**config.mk**
```make
export PLATFORM = sky130hd
export DESIGN_NAME = safing_dwell
export DESIGN_NICKNAME = d
export VERILOG_FILES = /design/src/logic/safing_pkg.sv /design/src/logic/sample_counter.sv /design/src/logic/safing_dwell.sv
export VERILOG_INCLUDE_DIRS = /design/src /design/src/logic
export SDC_FILE = /design/constraint.sdc
export NUM_CORES = 1
export LEC_CHECK = 0
export BUFFER_PORTS_ARGS = -buffer_cell sky130_fd_sc_hd__buf_2
export CORE_ASPECT_RATIO = 0.9
export CORE_MARGIN = 10
export CORE_UTILIZATION = 32
export CTS_CLUSTER_DIAMETER = 40
export CTS_CLUSTER_SIZE = 40
export DETAILED_ROUTE_END_ITERATION = 10
export GPL_TIMING_DRIVEN = 0
export PLACE_DENSITY = 0.63
export SETUP_SLACK_MARGIN = 0.05
export SLEW_MARGIN = 20
export SYNTH_ARGS = -nofsm -noshare
export SYNTH_HDL_FRONTEND = slang
export SYNTH_SLANG_ARGS = --single-unit
```
**constraint.sdc**
```tcl
create_clock -name clk -period 6.7 [get_ports clk]
set_clock_uncertainty 0.05 [all_clocks]
set_input_delay 0 -clock clk [delete_from_list [all_inputs] [get_ports clk]]
set_output_delay 0 -clock clk [all_outputs]
set_load 0.03 [all_outputs]
```
**src/logic/safing_consts.svh**
```systemverilog
// Constants for the safing sample counter and dwell block.
// Assumes a 100 MHz clock and a single asynchronous active-low reset.
// Summary of operation
// - Sixteen 2-bit sample counters, one per sequence ID.
// - A counter increments when its sample exceeds its threshold.
// - Counters saturate at their maximum value.
// - Counters clear on safing reset and when a sample does not exceed.
// - Any counter at 11 drives arm high and safe hold low.
// - Safing mode holds arming during saturation plus dwell time.
// - Threshold bit 7 picks 255 ms or 2.0 s dwell.
// - Mixed dwell selections apply the longer dwell time.
// - Diagnostic mode applies no dwell extension.
// - Compare only when frame received, data valid, no sequence error.
// - Eight thresholds, each shared by two consecutive sequence numbers.
// - Unsigned compare of 9-bit magnitude against zero-extended threshold.
`ifndef SAFING_CONSTS_SVH
`define SAFING_CONSTS_SVH

`define SAF_NUM_IDS 16
`define SAF_NUM_TH 8
`define SAF_CNT_MAX 2'h3
`define SAF_CNT_ZERO 2'h0
`define SAF_DWELL_BIT 7
`define SAF_CLK_NS 10
`define SAF_DWELL_SHORT_MS 255
`define SAF_DWELL_LONG_MS 2000
`define SAF_NS_PER_MS 1000000
`define SAF_SHORT_CYC ((`SAF_DWELL_SHORT_MS * `SAF_NS_PER_MS) / `SAF_CLK_NS)
`define SAF_LONG_CYC ((`SAF_DWELL_LONG_MS * `SAF_NS_PER_MS) / `SAF_CLK_NS)

`endif

```
**src/logic/safing_pkg.sv**
```systemverilog
// Types shared by the safing block.
// Assumes the constants header is compiled alongside.
`default_nettype none
package safing_pkg;
  typedef logic [1:0] sample_cnt_t;
  typedef logic [8:0] magnitude_t;
  typedef logic [7:0] threshold_t;
  typedef logic [3:0] seq_id_t;
  typedef enum logic {mode_safing_t_dummy_unused, mode_diag} op_mode_unused_t;
endpackage
`default_nettype wire

```
**src/logic/sample_counter.sv**
```systemverilog
// One saturating 2-bit sample counter.
// Assumes eval is a one-cycle pulse already gated by comparison enable.
`include "safing_consts.svh"
`default_nettype none
module sample_counter
  import safing_pkg::*;
(
  input wire logic clk, // Device clock
  input wire logic nrst, // Async reset, active low
  input wire logic sm_reset, // Safing state machine reset
  input wire logic eval, // Sample for this ID evaluated
  input wire logic exceeds, // Sample strictly above threshold
  output safing_pkg::sample_cnt_t count // Counter value
);
  sample_cnt_t cnt_r;
  sample_cnt_t cnt_nxt;

  always_comb begin
    cnt_nxt = cnt_r;
    if (sm_reset) begin
      cnt_nxt = `SAF_CNT_ZERO;
    end else if (eval) begin
      if (!exceeds) begin
        cnt_nxt = `SAF_CNT_ZERO;
      end else if (cnt_r != `SAF_CNT_MAX) begin
        cnt_nxt = cnt_r + 2'h1;
      end
    end
  end

  always_ff @(posedge clk or negedge nrst) begin
    if (!nrst) begin
      cnt_r <= `SAF_CNT_ZERO;
    end else begin
      cnt_r <= cnt_nxt;
    end
  end

  assign count = cnt_r;
endmodule
`default_nettype wire

```
**src/logic/safing_dwell.sv**
```systemverilog
// Safing evaluator: per-ID sample counters, arming outputs, dwell timer.
// Assumes sample inputs are synchronous strobes from upstream logic
// and thresholds come from the threshold store on the same clock.
`include "safing_consts.svh"
`default_nettype none
module safing_dwell
  import safing_pkg::*;
#(
  parameter int unsigned SHORT_CYC = `SAF_SHORT_CYC,
  parameter int unsigned LONG_CYC = `SAF_LONG_CYC
) (
  input wire logic clk, // Device clock, 100 MHz
  input wire logic nrst, // Async reset, active low
  input wire logic sm_reset, // Safing state machine reset
  input wire logic safing_mode, // High in safing mode
  input wire logic diag_mode, // High in diagnostic mode
  input wire logic sample_strobe, // One-cycle sample arrival
  input wire logic frame_rcvd, // Message frame received
  input wire logic data_valid, // Sensor data valid
  input wire logic seq_error, // Sequence error present
  input wire safing_pkg::seq_id_t sample_id, // Sequence ID of sample
  input wire safing_pkg::magnitude_t sample_mag, // 9-bit magnitude
  input wire logic [63:0] thresholds, // Eight 8-bit thresholds, 0 low
  output logic arm, // Arming output, active high
  output logic safe_hold_output_n, // Safe_hold_output_n output, active low
  output logic dwell_active // Dwell extension running
);
  import safing_pkg::*;

  localparam int unsigned CW = $clog2(LONG_CYC + 1);

  logic cmp_en;
  threshold_t th_sel;
  logic exceeds;
  sample_cnt_t counts [`SAF_NUM_IDS];
  logic [`SAF_NUM_IDS-1:0] sat;
  logic [`SAF_NUM_IDS-1:0] long_sel;
  logic any_sat;
  logic want_long;
  logic [CW-1:0] dwell_r;
  logic [CW-1:0] dwell_nxt;
  logic long_r;
  logic long_nxt;
  logic arm_r;
  logic arm_nxt;

  // Frame, validity and sequence error gate every evaluation
  assign cmp_en = sample_strobe && frame_rcvd && data_valid
    && !seq_error;
  // IDs 2n and 2n+1 share threshold n
  assign th_sel = thresholds[sample_id[3:1]*8 +: 8];
  // Equal is not exceeding
  assign exceeds = sample_mag > {1'b0, th_sel};

  genvar g;
  generate
    for (g = 0; g < `SAF_NUM_IDS; g++) begin : g_id
      sample_counter u_cnt (
        .clk(clk),
        .nrst(nrst),
        .sm_reset(sm_reset),
        .eval(cmp_en && sample_id == 4'(g)),
        .exceeds(exceeds),
        .count(counts[g])
      );
      assign sat[g] = counts[g] == `SAF_CNT_MAX;
      assign long_sel[g] = sat[g]
        && thresholds[(g/2)*8 + `SAF_DWELL_BIT];
    end
  endgenerate

  assign any_sat = |sat;
  assign want_long = |long_sel;

  always_comb begin
    dwell_nxt = dwell_r;
    long_nxt = long_r;
    if (sm_reset || !safing_mode || diag_mode) begin
      dwell_nxt = '0;
      long_nxt = 1'b0;
    end else if (any_sat) begin
      dwell_nxt = '0;
      // Latched choice: longer one wins while any saturation lasts
      long_nxt = long_r || want_long;
    end else if (arm_r && dwell_r == '0) begin
      dwell_nxt = long_r ? CW'(LONG_CYC) : CW'(SHORT_CYC);
    end else if (dwell_r != '0) begin
      dwell_nxt = dwell_r - CW'(1);
      if (dwell_r == CW'(1)) begin
        long_nxt = 1'b0;
      end
    end
  end

  // Arming follows saturation; dwell only extends it in safing mode
  always_comb begin
    arm_nxt = 1'b0;
    if (sm_reset) begin
      arm_nxt = 1'b0;
    end else if (any_sat) begin
      arm_nxt = 1'b1;
    end else if (safing_mode && !diag_mode) begin
      arm_nxt = (arm_r && dwell_r == '0) || dwell_r > CW'(1);
    end
  end

  always_ff @(posedge clk or negedge nrst) begin
    if (!nrst) begin
      dwell_r <= '0;
      long_r <= 1'b0;
      arm_r <= 1'b0;
    end else begin
      dwell_r <= dwell_nxt;
      long_r <= long_nxt;
      arm_r <= arm_nxt;
    end
  end

  assign arm = arm_r;
  assign safe_hold_output_n = !arm_r;
  assign dwell_active = dwell_r != '0;
endmodule
`default_nettype wire

```
==> results.yml, run 1 <==
outcome:
  status: "finished, final reports clean"
yosys:
  ys_types: 50
  ys_ff_latch: 62
  synth-main-ff-cell: "dfrtp_1"
  synthArstFlopShare: 1.00
  syn_avg_cell_area_sq_um: 9.89
  syn_area_sq_um: 4170
  synth_edf_count: 0
  syn-num-nets: 535
  ys_top_cells_by_area: "dfrtp_1 37%, mux4_2 8.6%, ha_1 8.1%"
  synth_top_area_share: 0.372
  synthCells: 422
  yosysSeqAreaShare: 0.372
  synth_largest_area_cell: "dfrtp_1"
  yosysWarnings: 0
power:
  power_frac_comb: 0.583
  p_switching_w: 0.00109
  clkPwrFrac: 0.200
  leakage_nw: 2.42
  p_int_w: 0.00141
  p_seq_frac: 0.217
  worst_ir_drop_vdd_v: 0.000243
  swShare: 0.437
  p_per_area_nw_per_um2: 487
cts:
  ctsHtreeMaxLevel: 3
  post_cts_buffers: 0
  path_clk_slew_ns: 0.05
  clk_latency_ns: 0.33
  clock-sinks: 62
  ctsLongestPathBuffers: 2
  cts_buffers: 9
  clockRootBuffer: "clkbuf_16"
  tritoncts: "yes"
drt:
  drt-pass1-iter-count: 5
  postRouteAntennaNets: 0
  drt_wl_total_um: 11900
  drt_iter0_markers: 329
  wl_per_cell_um: 17.3
  viasPerCell: 5.32
  num_vias: 3665
  post-route-drc-count: 0
worst_setup_path:
  cp_max_fo: 10
  critPathRequiredTime_ns: 6.90
  start_kind: "primary input"
  path_class: "in2reg"
  crit_path_end_kind: "register"
  cp.arrival_ns: 4.01
sta:
  worst_slew_pin_slew_ns: 0.797
  period_needed_ns: 3.82
  slew_headroom: 0.464
  fin_hold_ws_ns: 0.00573
  fin_crit_sh: 0.569
  rsz0062_at_grt: "false"
  fmax_mhz: 262
  setup_viol: 0
  setup-tns-final_ns: 0
  slew_violations: 0
  final-hold-violation-count: 0
finish:
  final_util: 0.403
  post_route_cells_drive_above_1_share: 0.250
  fin_area_sq_um: 5140
  final_cell_mix: "89 x buf_2, 62 x dfrtp_1, 47 x a21oi_1"
  fillers: 1208
  antennaDiodeCount: 0
  nNetsFinal: 633
  syn2layout_area_growth_pct: 23.1
  final_common_cell: "buf_2"
placed_design:
  gp_congestion: 0.896
  numPortBuffers: 86
  dp_hpwl_um: 9380
  dpl_cell_area_sq_um: 4810
job:
  cap_viol_max_count: 0
floorplan:
  ios: 89
  std_cell_rows: 39
  die_y_um: 128
  die_area_sq_um: 18000
  start_util: 0.328
  chipWidth_um: 140
  coreArea_sq_um: 12700
hold_path:
  hold_path_class: "in2reg"
global_routing:
  first_global_vias: 3867
  grt_usage: 0.134
  antenna_found_initial: 0
  grt_pass1_wl_um: 19900
  grt_max_degree: 63
  grt-ovfl-total: 0
-- power by group through the flow --
stage / registers, W / logic, W / clock network (W)
floorplan: 0.000531 / 0.00115 / 0
global placement: 0.000540 / 0.00142 / 0
detailed placement: 0.000546 / 0.00144 / 0
CTS: 0.000543 / 0.00145 / 0.000504
global route: 0.000555 / 0.00162 / 0.000519
finish: 0.000544 / 0.00146 / 0.000500
-- Yosys cell counts (3+ instances only) --
| master | count |
|---|---|
| and3_1 | 3 |
| buf_2 | 4 |
| nor4_1 | 8 |
| ha_1 | 27 |
| nand4_1 | 4 |
| a21oi_1 | 47 |
| xor2_1 | 10 |
| nand4b_1 | 4 |
| dfrtp_1 | 62 |
| nor3_1 | 9 |
| nand3_1 | 8 |
| mux2i_1 | 22 |
| or3_1 | 17 |
| a31oi_1 | 8 |
| mux4_2 | 16 |
| nand2b_1 | 4 |
| nor2_1 | 25 |
| nand3b_1 | 3 |
| a211oi_1 | 3 |
| o22ai_1 | 16 |
| o21ai_0 | 15 |
| xnor2_1 | 11 |
| a2111oi_0 | 3 |
| nand2_1 | 10 |
| inv_1 | 41 |
| clkbuf_1 | 10 |
-- per-stage QoR --
| stage | cells | total power (W) | worst slack (ns) |
|---|---|---|---|
| 2_1_floorplan | 422 | 0.00168 | 3.23 |
| 3_3_place_gp | 672 | 0.00196 | 2.54 |
| 3_5_place_dp | 672 | 0.00199 | 2.51 |
| 4_1_cts | 689 | 0.00250 | 2.84 |
| 5_1_grt | 689 | 0.00270 | 2.46 |
| 6_report | 689 | 0.00250 | 2.88 |
-- worst max-delay path, cell delays in order --
cell,delay [ns]
clkbuf_1,0.38
buf_1,0.64
mux4_2,0.61
mux2i_1,0.27
ha_1,0.17
nand4b_1,0.14
or3_1,0.40
o311a_1,0.14
or2_1,0.21
clkbuf_1,0.18
clkbuf_1,0.27
or3_1,0.43
o22ai_1,0.15
-- logic make-up after synthesis --
group	count (synthesis)	synth area share
flip-flops	62	0.372
AO/OA/AOI/OAI	103	0.147
buffers and inverters	58	0.0534
adder cells (fa/ha/maj)	27	0.0810
XOR/XNOR	21	0.0441
multiplexers	39	0.142
AND/OR/NAND/NOR	112	0.161
-- what timing repair did --
action,4_1_cts,5_1_grt
hold buffers,1,0
endpoints found under the hold margin,62,0
gates resized for setup,0,0
-- worst paths after layout --
kind | cells past startpoint | startpoint | to | slack [ns]
max in group asynchronous | 2 | nrst | g_id[5].u_cnt.count[1] | 5.83
worst min register to register | 1 | g_id[0].u_cnt.count[0] | g_id[0].u_cnt.count[0] | 0.43
worst min-delay path | 3 | diag_mode | arm | 0.006
worst max-delay path | 13 | sample_id[1] | g_id[11].u_cnt.count[1] | 2.88
min in group asynchronous | 2 | nrst | dwell_r[20] | 0.25
worst max register to register | 7 | dwell_r[15] | dwell_r[18] | 4.01
-- state kept, by name (all words and copies together) (netlist names) --
signal,cells
arm,1
long_r,1
g_id.u_cnt.count,32
dwell_r,28
-- final cells by class --
| cell class | count | area (sq um) | area share |
|---|---|---|---|
| buffer | 16 | 65.1 | 0.0127 |
| multi-input combinational | 302 | 2400 | 0.467 |
| clock buffer | 12 | 246 | 0.0480 |
| sequential | 62 | 1550 | 0.302 |
| clock inverter | 4 | 70.1 | 0.0136 |
| inverter | 42 | 158 | 0.0307 |
| timing repair buffer | 87 | 443 | 0.0862 |
| tap | 164 | 205 | 0.0399 |
-- routing by layer --
metal	GRT usage	share of wire	vias to the layer above
li1	-	-	1767
met1	0.168	0.44	1822
met2	0.235	0.52	63
met3	0.0125	0.029	13
met4	0.0473	0.018	0
met5	0	0	-
Note: power is estimated with default switching activity, not from simulation.
==> run 2, diff against run 1 <==
==> constraint.sdc (replaced) <==
create_clock -name clk -period 3.73 [get_ports clk]
set_clock_uncertainty 0.05 [all_clocks]
set_input_delay 0 -clock clk [delete_from_list [all_inputs] [get_ports clk]]
set_output_delay 0 -clock clk [all_outputs]
set_load 0.03 [all_outputs]
==> run 2 against run 1 <==
Against the previous run:
- sequential cell count stayed put
- die area stayed put
- setup slack worse by 2.5 ns
- combinational power is 80% higher
==> results.yml, run 2 (synthesized netlist as in run 1, its figures left out) <==
finish:
  fillers: 1210
  post_route_cells_drive_above_1_share: 0.258
  finalNonFillerCells: 688
  antennaDiodeCount: 0
  largest_reg_flops: 32
  syn2layout_area_growth_pct: 23.1
  seqCellArea_sq_um: 1550
  final_common_cell: "buf_2"
  multi_input_area_sq_um: 2400
  final_cell_mix: "90 x buf_2, 62 x dfrtp_1, 47 x a21oi_1"
  nNetsFinal: 632
cts:
  clockRootBuffer: "clkbuf_16"
  cts_buffers: 9
  clk_latency_ns: 0.33
  clock-sinks: 62
  post_cts_buffers: 0
  ctsLongestPathBuffers: 2
  tritoncts: "yes"
  path_clk_slew_ns: 0.05
  ctsHtreeMaxLevel: 3
placed_design:
  gp_congestion: 0.896
  dp_hpwl_um: 9380
  place_inst: 672
  numPortBuffers: 86
sta:
  fmax_mhz: 301
  period_needed_ns: 3.32
  worst_slew_pin_slew_ns: 0.792
  fin_crit_sh: 0.890
  final-hold-violation-count: 0
  slew_violations: 0
  slew_headroom: 0.468
  rsz0062_at_grt: "false"
  setup_viol: 0
floorplan:
  start_util: 0.328
  die_area_sq_um: 18000
  std_cell_rows: 39
  ios: 89
  coreArea_sq_um: 12700
  chipWidth_um: 140
  die_y_um: 128
power:
  p_per_area_nw_per_um2: 876
  leakage_nw: 2.43
  p_total_w: 0.00450
  worst_ir_drop_vdd_v: 0.000436
worst_setup_path:
  path_class: "in2reg"
  crit_path_end_kind: "register"
  cp.arrival_ns: 3.52
  critPathRequiredTime_ns: 3.93
  cp_max_fo: 10
  start_kind: "primary input"
drt:
  drt_iter0_markers: 306
  viasPerCell: 5.36
  drt_wl_total_um: 11900
  num_vias: 3689
  wl_per_cell_um: 17.3
  postRouteAntennaNets: 0
  post-route-drc-count: 0
  drt-pass1-iter-count: 5
global_routing:
  grt_usage: 0.134
  grt_pass1_wl_um: 19900
  grt-ovfl-total: 0
  first_global_vias: 3867
  antenna_found_initial: 0
  grt_max_degree: 63
outcome:
  status: "finished, final reports clean"
hold_path:
  hold_path_class: "in2reg"
job:
  cap_viol_max_count: 0
## run 2: layout make-up
class                      count  share of cell area
clock inverter                 4              0.0136
sequential                    62               0.302
clock buffer                  12              0.0480
buffer                        15              0.0129
timing repair buffer          87              0.0862
multi-input combinational    302               0.467
inverter                      42              0.0307
tap                          164              0.0399
## run 2: metal layers
metal / GRT usage / up-vias / part of all wire
met5: 0 / - / 0
met4: 0.0473 / 0 / 0.018
met3: 0.0125 / 13 / 0.033
met2: 0.235 / 70 / 0.52
met1: 0.168 / 1840 / 0.43
li1: - / 1766 / -
## run 2: what timing repair did
action	in CTS	in global routing
endpoints found under the setup margin	20	21
endpoints found under the hold margin	62	0
hold buffers	1	0
resized for setup	1	6
## run 2: final timing paths
kind                                        start                      to  slack (ns)  cells past startpoint
setup reg to reg                      dwell_r[15]             dwell_r[18]        1.04                      7
min in group asynchronous                    nrst             dwell_r[20]        0.25                      2
setup / recovery                     sample_id[1]  g_id[0].u_cnt.count[1]        0.41                     13
hold reg to reg            g_id[6].u_cnt.count[0]  g_id[6].u_cnt.count[0]        0.43                      1
max in group asynchronous                    nrst  g_id[6].u_cnt.count[1]        2.86                      2
hold / removal                          diag_mode                     arm       0.003                      3
## run 2: where the power goes
part	internal, W	switching (W)
clock	0.000601	0.000297
sequential	0.000817	0.000159
combinational	0.00111	0.00151
total	0.00253	0.00197
## run 2: critical path: stages
cell and delay [ns]:
clkbuf_2 0.22, buf_2 0.37, mux4_2 0.57, mux2i_1 0.26, ha_1 0.17, nand4b_1 0.14, or3_1 0.40, o311a_1 0.14
or2_1 0.21, clkbuf_1 0.18, clkbuf_1 0.27, or3_1 0.43, o22ai_1 0.15
## run 2: stage by stage
stage	instance area (sq um)	util	setup slack, ns	hold WS [ns]	TNS, ns
after global routing	5140	0.403	0.130	0.0291	0
after floorplan	4170	-	0.261	-0.346	0
after CTS	5140	0.403	0.0955	0.000730	0
after global placement	4810	0.378	-0.427	0.331	-9.74
final	5140	0.403	0.409	0.00325	0
after detailed placement	4810	0.378	-0.464	0.0901	-10.96
==> run 3, diff against run 2 <==
--- a/config.mk
+++ b/config.mk
@@ -13,7 +13,6 @@
 export CTS_CLUSTER_DIAMETER = 40
 export CTS_CLUSTER_SIZE = 40
 export DETAILED_ROUTE_END_ITERATION = 10
-export GPL_TIMING_DRIVEN = 0
 export PLACE_DENSITY = 0.63
 export SETUP_SLACK_MARGIN = 0.05
 export SLEW_MARGIN = 20
==> run 3 against run 2 <==
Against the previous run:
- critical endpoint is now g_id[8].u_cnt.count[0]
- sequential cell count unchanged
- design area decreased by 1.5%
- clock power decreased by 10%
- fmax increased by 9.2%
- non-clock buffer count decreased by 12
- utilization decreased by 0.60 points
- combinational power decreased by 2%
- via count decreased by 0.38%
==> results.yml, run 3 (synthesized netlist as in run 1, its figures left out) <==
outcome:
  status: "finished, final reports clean"
placed_design:
  dpl_cell_area_sq_um: 4760
  dp_hpwl_um: 9190
  numPortBuffers: 88
  gp_congestion: 0.893
  place_inst: 659
hold_path:
  whs_path_depth: 3
  hp-start: "diag_mode"
  hold_path_class: "in2reg"
  min_to: "arm"
finish:
  syn2layout_area_growth_pct: 21.3
  seqCellArea_sq_um: 1550
  fillers: 1213
  final_util: 0.397
  fin_area_sq_um: 5060
  final_common_cell: "buf_2"
  final_cell_mix: "88 x buf_2, 62 x dfrtp_1, 47 x a21oi_1"
  nNetsFinal: 620
  finalNonFillerCells: 675
  post_route_cells_drive_above_1_share: 0.258
  multi_input_area_sq_um: 2400
  largest_reg_flops: 32
  antennaDiodeCount: 0
global_routing:
  grt_pass1_wl_um: 19700
  antenna_found_initial: 0
  grt-ovfl-total: 0
  first_global_vias: 3829
  grt_max_degree: 38
  grt_usage: 0.131
cts:
  ctsLongestPathBuffers: 2
  post_cts_buffers: 0
  path_clk_slew_ns: 0.05
  clk_latency_ns: 0.32
  clock-sinks: 62
  cts_hold_buf: 1
  tritoncts: "yes"
  ctsHtreeMaxLevel: 3
  cts_resized: 0
  cts_buffers: 9
  clockRootBuffer: "clkbuf_16"
worst_setup_path:
  r2r-start: "dwell_r[4]"
  cp.arrival_ns: 3.22
  ff2ff_setup_slack_ns: 0.86
  crit_path_end_kind: "register"
  path_class: "in2reg"
  r2r-end: "dwell_r[3]"
  critPathRequiredTime_ns: 3.91
  cp_max_fo: 17
  start_kind: "primary input"
  reg2reg_depth: 6
floorplan:
  ios: 89
  chipWidth_um: 140
  die_y_um: 128
  coreArea_sq_um: 12700
  start_util: 0.328
  die_area_sq_um: 18000
  std_cell_rows: 39
sta:
  final-hold-violation-count: 0
  setup-tns-final_ns: 0
  fmax_mhz: 329
  worst_slew_pin_slew_ns: 0.848
  slew_violations: 0
  period_needed_ns: 3.04
  fin_crit_sh: 0.815
  slew_headroom: 0.431
  rsz0062_at_grt: "false"
  setup_viol: 0
power:
  p_seq_frac: 0.224
  p_per_area_nw_per_um2: 859
  swShare: 0.447
  p_int_w: 0.00241
  worst_ir_drop_vdd_v: 0.000461
  clkPwrFrac: 0.186
  p_switching_w: 0.00194
  leakage_nw: 2.40
  p_total_w: 0.00435
  power_frac_comb: 0.590
drt:
  post-route-drc-count: 0
  wl_per_cell_um: 17.5
  drt_iter0_markers: 318
  drt_wl_total_um: 11800
  drt-pass1-iter-count: 5
  postRouteAntennaNets: 0
  viasPerCell: 5.44
  num_vias: 3675
job:
  cap_viol_max_count: 0
run 3: area by class of cell:
class | count | share of cell area
sequential | 62 | 0.306
clock buffer | 10 | 0.0472
inverter | 42 | 0.0311
clock inverter | 5 | 0.00989
timing repair buffer | 90 | 0.0905
multi-input combinational | 302 | 0.474
tap | 164 | 0.0405
run 3: power by group through the flow:
stage,Combinational (W),Sequential (W),Clock (W)
5_1_grt,0.00284,0.000998,0.000848
3_3_place_gp,0.00248,0.000973,0
4_1_cts,0.00255,0.000976,0.000817
6_report,0.00257,0.000976,0.000808
2_1_floorplan,0.00207,0.000955,0
3_5_place_dp,0.00253,0.000984,0
run 3: worst max-delay path, stage by stage:
cell and delay (ns):
buf_2 0.41, mux4_2 0.57, mux2i_1 0.24, ha_1 0.17, nand4b_1 0.16, or3_1 0.41
o311a_1 0.15, or2_1 0.44, or4_1 0.56, o21ai_0 0.11
run 3: worst max path at each step:
| stage | from | endpoint | depth (start not counted) |
|---|---|---|---|
| after floorplan | sample_id[1] | g_id[0].u_cnt.count[1] | 13 |
| after global placement | sample_id[1] | g_id[8].u_cnt.count[0] | 10 |
| after detailed placement | sample_id[1] | g_id[8].u_cnt.count[0] | 10 |
| after CTS | sample_id[1] | g_id[8].u_cnt.count[0] | 10 |
| after global routing | sample_id[1] | g_id[8].u_cnt.count[0] | 10 |
| final | sample_id[1] | g_id[8].u_cnt.count[0] | 10 |
run 3: routing by layer:
metal	global-route usage	wire, um	vias to the layer above
met4	0.0528	242	0
met1	0.161	4930	1827
met2	0.228	6150	92
met3	0.0140	469	19
li1	-	-	1737
met5	0	0	-
run 3: stage by stage:
stage	hold slack (ns)	worst slack [ns]
2_1_floorplan	-0.346	0.261
6_report	0.00275	0.690
5_1_grt	0.0441	0.396
3_3_place_gp	0.0897	0.104
3_5_place_dp	0.0981	0.307
4_1_cts	0.00116	0.643
